[src/common/din_filter_map.svh]
`ifndef DIN_FILTER_MAP_SVH
`define DIN_FILTER_MAP_SVH

// register byte offsets (one aligned word each)
`define REG_CTRL 8'h00
`define REG_COS_EN 8'h04
`define REG_RISE_DLY 8'h08
`define REG_FALL_DLY 8'h0C
`define REG_INTERVAL 8'h10
`define REG_PRESET 8'h14
`define REG_CNT_SEL 8'h18
`define REG_STATE 8'h1C
`define REG_COUNT 8'h20
`define REG_STATUS 8'h24

// control and status fields
`define CTRL_CNT_EN_BIT 0
`define CTRL_CNT_CLR_BIT 1
`define STATUS_OVF_BIT 0
`define STATUS_DONE_BIT 1

// reset values
`define COS_EN_RESET 16'hFFFF
`define INTERVAL_RESET 32'h0000C350

// timing: filter delays are written in microseconds
`define CLK_MHZ 20
`define FILTER_MAX_US 50000
`define US_CYCLES `CLK_MHZ

`endif

[src/common/din_filter_pkg.sv]
package din_filter_pkg;
    // request to the report link
    typedef struct packed {
        logic valid;
        logic change_of_state_report;
        logic [15:0] state;
    } report_type;
endpackage : din_filter_pkg

[src/verilog/din_filter.sv]
// Function
// - send filtered input state every requested packet interval, always
// - extra report when an enabled point's filtered state changes
// - change-of-state reporting enabled for every point after reset
// - separate programmable off-to-on and on-to-off filter delays
// - each filter delay settable from 0 us up to 50 ms
// - simple count mode counts filtered pulses up to 30 kHz
// - count compared to preset; count at or above preset drives an associated output
// - counter counts up only and flags overflow past its maximum
// - six or sixteen points, each with own filter and reporting
//
// Chosen here: the register offsets and the Wishbone slave port.
`timescale 1ns/10ps
`include "din_filter_map.svh"
module din_filter
    import din_filter_pkg::*;
#(
    parameter int POINTS = 16,
    parameter int CNT_W = 32
) (
    // clock and reset
    input wire logic clk_i,
    input wire logic rst_i,
    // wishbone slave
    input wire logic wb_cyc_i,
    input wire logic wb_stb_i,
    input wire logic wb_we_i,
    input wire logic [7:0] wb_adr_i,
    input wire logic [3:0] wb_sel_i,
    input wire logic [31:0] wb_dat_i,
    output logic [31:0] wb_dat_o,
    output logic wb_ack_o,
    // field inputs
    input wire logic [POINTS-1:0] raw_i,
    // report link and counter output
    output report_type report_o,
    output logic cnt_out_o
);
    localparam int DLY_W = 20;
    localparam logic [DLY_W-1:0] DLY_MAX = DLY_W'(`FILTER_MAX_US * `US_CYCLES);

    logic [15:0] cos_en_reg;
    logic [DLY_W-1:0] rise_dly_reg, fall_dly_reg;
    logic [31:0] interval_reg, interval_cnt_reg;
    logic [CNT_W-1:0] preset_reg, count_reg;
    logic [3:0] cnt_sel_reg;
    logic cnt_en_reg, ovf_reg, done_reg;
    wire logic [POINTS-1:0] filt_reg;
    logic [15:0] filt_ext;
    logic [POINTS-1:0] change;
    logic wr, rd;
    logic cnt_clr;
    logic [31:0] ctrl_word, cos_word, dly_word, interval_word, preset_word, sel_word;

    assign wr = wb_cyc_i && wb_stb_i && wb_we_i && !wb_ack_o;
    assign rd = wb_cyc_i && wb_stb_i && !wb_we_i && !wb_ack_o;
    assign filt_ext = 16'(filt_reg);

    // merge byte lanes of a write into an old word
    function automatic logic [31:0] lane_merge(input logic [31:0] old_v, input logic [3:0] sel_v,
                                               input logic [31:0] dat_v);
        logic [31:0] r;
        r = old_v;
        for (int b = 0; b < 4; b++) begin
            if (sel_v[b]) begin
                r[b*8 +: 8] = dat_v[b*8 +: 8];
            end
        end
        return r;
    endfunction : lane_merge

    // clamp a delay in microseconds to the supported range, in cycles
    function automatic logic [DLY_W-1:0] to_cycles(input logic [31:0] us);
        logic [31:0] u;
        u = (us > 32'(`FILTER_MAX_US)) ? 32'(`FILTER_MAX_US) : us;
        return DLY_W'(u * 32'(`US_CYCLES));
    endfunction : to_cycles

    // write words with the selected byte lanes merged in
    assign ctrl_word = lane_merge({31'h0, cnt_en_reg}, wb_sel_i, wb_dat_i);
    assign cos_word = lane_merge({16'h0, cos_en_reg}, wb_sel_i, wb_dat_i);
    assign dly_word = lane_merge(32'h0, wb_sel_i, wb_dat_i); // unselected lanes read as zero
    assign interval_word = lane_merge(interval_reg, wb_sel_i, wb_dat_i);
    assign preset_word = lane_merge(32'(preset_reg), wb_sel_i, wb_dat_i);
    assign sel_word = lane_merge({28'h0, cnt_sel_reg}, wb_sel_i, wb_dat_i);

    // ack one cycle after request; drops next cycle
    always_ff @(posedge clk_i) begin
        if (rst_i) begin
            wb_ack_o <= 1'b0;
        end else begin
            wb_ack_o <= wb_cyc_i && wb_stb_i && !wb_ack_o;
        end
    end

    // configuration registers
    always_ff @(posedge clk_i) begin
        if (rst_i) begin
            cos_en_reg <= `COS_EN_RESET;
            rise_dly_reg <= '0;
            fall_dly_reg <= '0;
            interval_reg <= `INTERVAL_RESET;
            preset_reg <= '0;
            cnt_sel_reg <= 4'h0;
            cnt_en_reg <= 1'b0;
        end else if (wr) begin
            case (wb_adr_i)
                `REG_CTRL: cnt_en_reg <= ctrl_word[`CTRL_CNT_EN_BIT];
                `REG_COS_EN: cos_en_reg <= cos_word[15:0];
                // the two directions are held apart
                `REG_RISE_DLY: rise_dly_reg <= to_cycles(dly_word);
                `REG_FALL_DLY: fall_dly_reg <= to_cycles(dly_word);
                `REG_INTERVAL: interval_reg <= interval_word;
                `REG_PRESET: preset_reg <= CNT_W'(preset_word);
                `REG_CNT_SEL: cnt_sel_reg <= sel_word[3:0];
                default: ;
            endcase
        end
    end

    // per point debounce; no checking of AC validity
    generate
        for (genvar p = 0; p < POINTS; p++) begin : g_point
            logic [DLY_W-1:0] hold_reg;
            logic level_reg;
            // one flop per point, gathered into the vector so each bit has one driver
            assign filt_reg[p] = level_reg;
            always_ff @(posedge clk_i) begin
                if (rst_i) begin
                    hold_reg <= '0;
                    level_reg <= 1'b0;
                end else if (raw_i[p] == level_reg) begin
                    hold_reg <= '0; // any bounce restarts the wait
                end else if (hold_reg >= (level_reg ? fall_dly_reg : rise_dly_reg)) begin
                    level_reg <= raw_i[p];
                    hold_reg <= '0;
                end else if (hold_reg < DLY_MAX) begin
                    hold_reg <= hold_reg + 1'b1;
                end
            end
        end
    endgenerate

    // change detect on filtered state for reporting
    logic [POINTS-1:0] filt_d_reg;
    always_ff @(posedge clk_i) begin
        if (rst_i) begin
            filt_d_reg <= '0;
        end else begin
            filt_d_reg <= filt_reg;
        end
    end
    assign change = filt_reg ^ filt_d_reg;

    // periodic and change-of-state reports
    always_ff @(posedge clk_i) begin
        if (rst_i) begin
            interval_cnt_reg <= '0;
            report_o <= '0;
        end else begin
            report_o.state <= filt_ext;
            report_o.valid <= 1'b0;
            report_o.change_of_state_report <= 1'b0;
            if (interval_cnt_reg + 32'h1 >= interval_reg) begin
                interval_cnt_reg <= '0;
                report_o.valid <= 1'b1;
            end else begin
                interval_cnt_reg <= interval_cnt_reg + 32'h1;
            end
            if (|(change & cos_en_reg[POINTS-1:0])) begin
                report_o.valid <= 1'b1;
                report_o.change_of_state_report <= 1'b1;
            end
        end
    end

    // simple up counter on the selected filtered point
    logic cnt_edge;
    assign cnt_edge = filt_ext[cnt_sel_reg] && !change[cnt_sel_reg] ? 1'b0
                      : filt_ext[cnt_sel_reg]; // rising edge of filtered input
    assign cnt_clr = wr && wb_adr_i == `REG_CTRL && wb_sel_i[0] && wb_dat_i[`CTRL_CNT_CLR_BIT];
    // a clear in the wrap cycle loses that pulse but never the overflow flag
    always_ff @(posedge clk_i) begin
        if (rst_i) begin
            count_reg <= '0;
            ovf_reg <= 1'b0;
        end else begin
            if (cnt_clr) begin
                count_reg <= '0;
                ovf_reg <= 1'b0;
            end else if (cnt_en_reg && cnt_edge) begin
                count_reg <= count_reg + 1'b1;
            end
            if (cnt_en_reg && cnt_edge && (&count_reg)) begin
                ovf_reg <= 1'b1; // wrap past maximum, set wins
            end
        end
    end

    // preset compare drives the associated output
    always_ff @(posedge clk_i) begin
        if (rst_i) begin
            done_reg <= 1'b0;
            cnt_out_o <= 1'b0;
        end else begin
            done_reg <= cnt_en_reg && (count_reg >= preset_reg);
            cnt_out_o <= cnt_en_reg && (count_reg >= preset_reg);
        end
    end

    // read mux, registered with the ack
    always_ff @(posedge clk_i) begin
        if (rst_i) begin
            wb_dat_o <= '0;
        end else if (rd) begin
            case (wb_adr_i)
                `REG_CTRL: wb_dat_o <= {31'h0, cnt_en_reg};
                `REG_COS_EN: wb_dat_o <= {16'h0, cos_en_reg};
                `REG_RISE_DLY: wb_dat_o <= 32'(rise_dly_reg / DLY_W'(`US_CYCLES));
                `REG_FALL_DLY: wb_dat_o <= 32'(fall_dly_reg / DLY_W'(`US_CYCLES));
                `REG_INTERVAL: wb_dat_o <= interval_reg;
                `REG_PRESET: wb_dat_o <= 32'(preset_reg);
                `REG_CNT_SEL: wb_dat_o <= {28'h0, cnt_sel_reg};
                `REG_STATE: wb_dat_o <= {16'h0, filt_ext};
                `REG_COUNT: wb_dat_o <= 32'(count_reg);
                `REG_STATUS: wb_dat_o <= {30'h0, done_reg, ovf_reg};
                default: wb_dat_o <= 32'h0;
            endcase
        end else begin
            wb_dat_o <= 32'h0;
        end
    end
endmodule : din_filter

[config.mk]
export PLATFORM = sky130hd
export DESIGN_NAME = din_filter
export DESIGN_NICKNAME = d
export VERILOG_FILES = /design/src/common/din_filter_pkg.sv /design/src/verilog/din_filter.sv
export VERILOG_INCLUDE_DIRS = /design/src /design/src/common
export SDC_FILE = /design/constraint.sdc
export NUM_CORES = 2
export LEC_CHECK = 0
export BUFFER_PORTS_ARGS = -buffer_cell sky130_fd_sc_hd__buf_2
export CORE_MARGIN = 2
export CORE_UTILIZATION = 40
export CTS_BUF_LIST = sky130_fd_sc_hd__clkbuf_4 sky130_fd_sc_hd__clkbuf_8
export CTS_CLUSTER_SIZE = 8
export DETAILED_ROUTE_END_ITERATION = 7
export GPL_TIMING_DRIVEN = 0
export HOLD_SLACK_MARGIN = 0.15
export PLACE_DENSITY = 0.66
export SLEW_MARGIN = 20
export SYNTH_ARGS = -nofsm -noshare
export SYNTH_HDL_FRONTEND = slang
export SYNTH_SLANG_ARGS = --single-unit
[constraint.sdc]
create_clock -name clk_i -period 4.5 [get_ports clk_i]
set_input_delay 0.225 -clock clk_i [delete_from_list [all_inputs] [get_ports clk_i]]
set_output_delay 0.225 -clock clk_i [all_outputs]
set_load 0.01 [all_outputs]
==> flow_summary.ini <==
[worst_hold_path]
min-delay-path-class = in2reg
worstHoldStart = wb_sel_i[2]

[timing]
timing.setup.tns_ns = -1.465
maximum_clock_frequency_mhz = 196.5
final_max_slew_viol_count = 0
max_slew_margin_pct = 20.57
finalSetupViolCount = 7
worst_clock_skew_ns = 0.06807
timing_worst_slew_pin_value_ns = 1.192
worst_case_setup_margin_in_the_final_layout_ns = -0.5900
final-hold-violation-count = 0
post_route_fraction_of_the_period_consumed_by_the_critical_path_pct = 113.1
timing.final.crit_period_ns = 5.090
finalHoldWorstSlack_ns = 0.2108
unrepaired_setup_endpoints_after_global_routing = yes

[layout]
final_cell_mix = 535 x sky130_fd_sc_hd__dfxtp_1, 511 x sky130_fd_sc_hd__nor2_1, 419 x sky130_fd_sc_hd__nand2_1
largest_register_ff_count = 320
layout_commonest_cell = sky130_fd_sc_hd__dfxtp_1
fillCellCount = 8843
drive_above_1_share_pct = 17.81
instances_no_fill = 6340
areaGrowthSynthToFinish_pct = 23.87
final_nets = 5459

[run]
max_cap_violations = 0

[floorplan]
fp.dieW_microns = 314.7
start_util_pct = 40.52
die-height_microns = 314.7
num_io_pins = 117
fp.dieArea_sq_um = 99020
placementRows = 113
core_area_sq_um = 95290

[synth]
synth.top_cell.area_share_pct = 29.76
synthesis.nets = 5061
synth.lib_cells_used.distinct = 90
synth.largest_area_cell = sky130_fd_sc_hd__dfxtp_1
synthFlopType = sky130_fd_sc_hd__dfxtp_1
synth-edff-count = 0
synth_adder_area_share_pct = 13.50
syn_avg_cell_area_sq_um = 8.430
synth-compound-area-share_pct = 14.29
yosys_register_bits = 574
synth_xor_xnor_area_share_pct = 8.983
post_synth_and_or_nand_nor_area_fraction_pct = 19.61
seq_area_frac_synth_pct = 29.76
syn-instance-count = 4580
yosysWarningCount = 0
largest_family_of_logic_cells_by_synthesized_area = simple AND/OR/NAND/NOR gates
synth_area_sq_um = 38610
post_synth_main_area_contributors = sky130_fd_sc_hd__dfxtp_1 30%, sky130_fd_sc_hd__ha_1 13%, sky130_fd_sc_hd__mux2i_1 9.3%
synth_mux_area_share_pct = 9.878
asyncSetResetFlopFracSynth_pct = 0

[power_and_ir_drop]
portion_of_total_power_attributed_to_the_clock_network_pct = 49.1
total_power_w = 0.01134
power.leakage_nw = 18.39
swShare_pct = 24.77
vdd_drop_max_uv = 213.0
cellPowerDensity_nw_per_um2 = 237.2
power_frac_comb_pct = 5.6
seqPwrFrac_pct = 45.2
p_int_w = 0.008535
netSwitchingPower_w = 0.002809

[grt]
grt_first_pass_wirelength_microns = 191600
grt.total_usage_pct = 24.69
number_of_antenna_violations_at_the_first_check_in_global_routing = 11
largest_net_degree_at_the_start_of_global_routing = 16
number_of_global_route_vias_before_repair = 33340
global_route.overflow_total = 0

[worst_setup_path]
critical_path_buf_inv_count = 1
rrSetupSlack_ns = -0.59
cpPeakStageDelay_ns = 0.85
kind_of_cell_with_the_highest_combined_delay_on_the_critical_path = compound AO/OA/AOI/OAI gates
regToRegStartpoint = fall_dly_reg[11]$_SDFFE_PP0P_
path_max_fanout = 10
critical_path.startpoint_type = register
critPathKind = reg2reg
cpMaxStageDelayCell = sky130_fd_sc_hd__clkbuf_1
crit_start = fall_dly_reg[11]$_SDFFE_PP0P_
end_kind = register
arrival_ns = 5.69
worst-endpoint-required_ns = 5.10
path_cells = clkbuf_1 > mux2i_1 > nor2_1 > a211oi_1 > and4b_1 > a41oi_1 > a211o_1 > nand3_2 > a21oi_4 > nor2_1 > o41a_1 > o211a_1 > mux2i_1 > a2111o_1 > o21ai_1 > a31oi_2

[cts]
tritoncts_clock_tree = done
cts_inserted_buffers = 102
clk_pin_slew_ns = 0.07
cts-root-to-sink-buffers = 3
number_of_levels_in_the_clock_h_tree = 3
clk-insertion-delay-late_ns = 0.79
cts.sinks = 574
ctsRootBufferMaster = sky130_fd_sc_hd__clkbuf_8

[routing]
totalWireLength_microns = 130100
detail_route.drc_violations = 26
drt-vias-per-instance = 5.628
num_vias = 35680
drtPass1Iterations = 8
first_iter_violations = 3328
wl_per_cell_microns = 20.51
number_of_routed_nets_with_antenna_violations = 0

[outcome]
violations = DRC, setup timing
run_status = finished with violations

[placed_design]
dp_hpwl_microns = 86700
place.gp.congestion = 0.9308
port-buffer-count = 116
place_inst = 5961
==> worst min-delay path, delay by kind of cell <==
kind	cells	cell delay, ns
multiplexers	1	0.14
AND/OR/NAND/NOR	2	0.45
buffers and inverters	1	0.13
==> what timing repair did <==
item	4_1_cts	5_1_grt
hold buffers	65	0
pin swaps	58	196
endpoints found under the hold margin	409	0
buffers inserted	75	55
setup endpoints to repair	375	373
resized for setup	391	399
gates cloned	2	20
==> per-stage QoR <==
stage / worst slack [ns] / instance area, sq um / util (%)
6_report: -0.5900 / 47830 / 50.19
4_1_cts: -0.4493 / 45540 / 47.79
3_3_place_gp: -1.570 / 40880 / 42.89
3_5_place_dp: -1.702 / 40880 / 42.89
2_1_floorplan: -0.04986 / 38710 / -
5_1_grt: -0.7168 / 47820 / 50.18
==> layer usage <==
| metal | global-route usage, % | part of all wire [%] | vias up | wire length [microns] |
|---|---|---|---|---|
| met2 | 37.67 | 43 | 1526 | 56230 |
| met5 | 0.3385 | 0.17 | - | 219 |
| met3 | 6.427 | 9.6 | 370 | 12490 |
| met4 | 10.96 | 4.8 | 9 | 6302 |
| li1 | - | - | 16930 | - |
| met1 | 32.64 | 42 | 16850 | 54820 |
==> cells by family (layout without fill, tap and decap cells) <==
group	after synthesis	after routing
AND/OR/NAND/NOR	1612	1612
flip-flops	574	574
multiplexers	378	378
other	1	11
buffers and inverters	396	881
AO/OA/AOI/OAI	807	807
adder cells (fa/ha/maj)	416	416
XOR/XNOR	396	396
==> synthesized netlist by cell type, types with 6 or more instances <==
library cell and n:
sky130_fd_sc_hd__nor2_1 582, sky130_fd_sc_hd__dfxtp_1 574, sky130_fd_sc_hd__nand2_1 425, sky130_fd_sc_hd__ha_1 415
sky130_fd_sc_hd__mux2i_1 357, sky130_fd_sc_hd__a21oi_1 206, sky130_fd_sc_hd__xor2_1 200, sky130_fd_sc_hd__xnor2_1 196
sky130_fd_sc_hd__clkbuf_1 192, sky130_fd_sc_hd__inv_1 148, sky130_fd_sc_hd__a21o_1 130, sky130_fd_sc_hd__nand3_1 130
sky130_fd_sc_hd__and3_1 112, sky130_fd_sc_hd__o21a_1 84, sky130_fd_sc_hd__nor2b_1 83, sky130_fd_sc_hd__o21ai_0 83
sky130_fd_sc_hd__nand4_1 50, sky130_fd_sc_hd__nand2b_1 46, sky130_fd_sc_hd__o211ai_1 42, sky130_fd_sc_hd__buf_1 38
sky130_fd_sc_hd__a21boi_0 32, sky130_fd_sc_hd__a222oi_1 30, sky130_fd_sc_hd__a31oi_1 30, sky130_fd_sc_hd__a22oi_1 28
sky130_fd_sc_hd__nor3_1 28, sky130_fd_sc_hd__nand3b_1 26, sky130_fd_sc_hd__nor4_1 26, sky130_fd_sc_hd__or3_1 26
sky130_fd_sc_hd__and4_1 23, sky130_fd_sc_hd__o31ai_1 22, sky130_fd_sc_hd__mux2_2 20, sky130_fd_sc_hd__a211oi_1 18
sky130_fd_sc_hd__a2111oi_0 17, sky130_fd_sc_hd__buf_2 13, sky130_fd_sc_hd__and2_1 12, sky130_fd_sc_hd__and3b_1 11
sky130_fd_sc_hd__o21bai_1 11, sky130_fd_sc_hd__nor3b_1 10, sky130_fd_sc_hd__o311ai_0 7, sky130_fd_sc_hd__o21ai_1 6
==> power by group through the flow <==
stage / clock network (W) / registers [W] / logic [W]
after floorplan: 0 / 0.00522 / 0.000312
after global placement: 0 / 0.00523 / 0.000512
after detailed placement: 0 / 0.00523 / 0.000514
after CTS: 0.00565 / 0.00513 / 0.000576
after global routing: 0.00585 / 0.00513 / 0.000665
final: 0.00557 / 0.00513 / 0.000640
==> final timing paths <==
path	to	cells past startpoint
worst min register to register	interval_cnt_reg[0]$_SDFF_PP0_	1
worst max register to register	wb_dat_o[1]$_SDFF_PP0_	16
worst min-delay path	preset_reg[22]$_SDFFE_PP0P_	4
worst max-delay path	wb_dat_o[1]$_SDFF_PP0_	16
==> area by class of cell <==
type	instances	area, sq um	share of cell area [%]
Antenna cell	10	25.02	0.05232
Buffer	211	1762	3.683
Multi-Input combinational cell	3610	27210	56.90
Timing Repair Buffer	331	2733	5.714
Clock inverter	21	227.7	0.4761
Clock buffer	170	2121	4.434
Tap cell	1265	1583	3.309
Sequential cell	574	11610	24.27
Inverter	148	555.5	1.162
No activity file was read; power rests on OpenSTA's default activity.
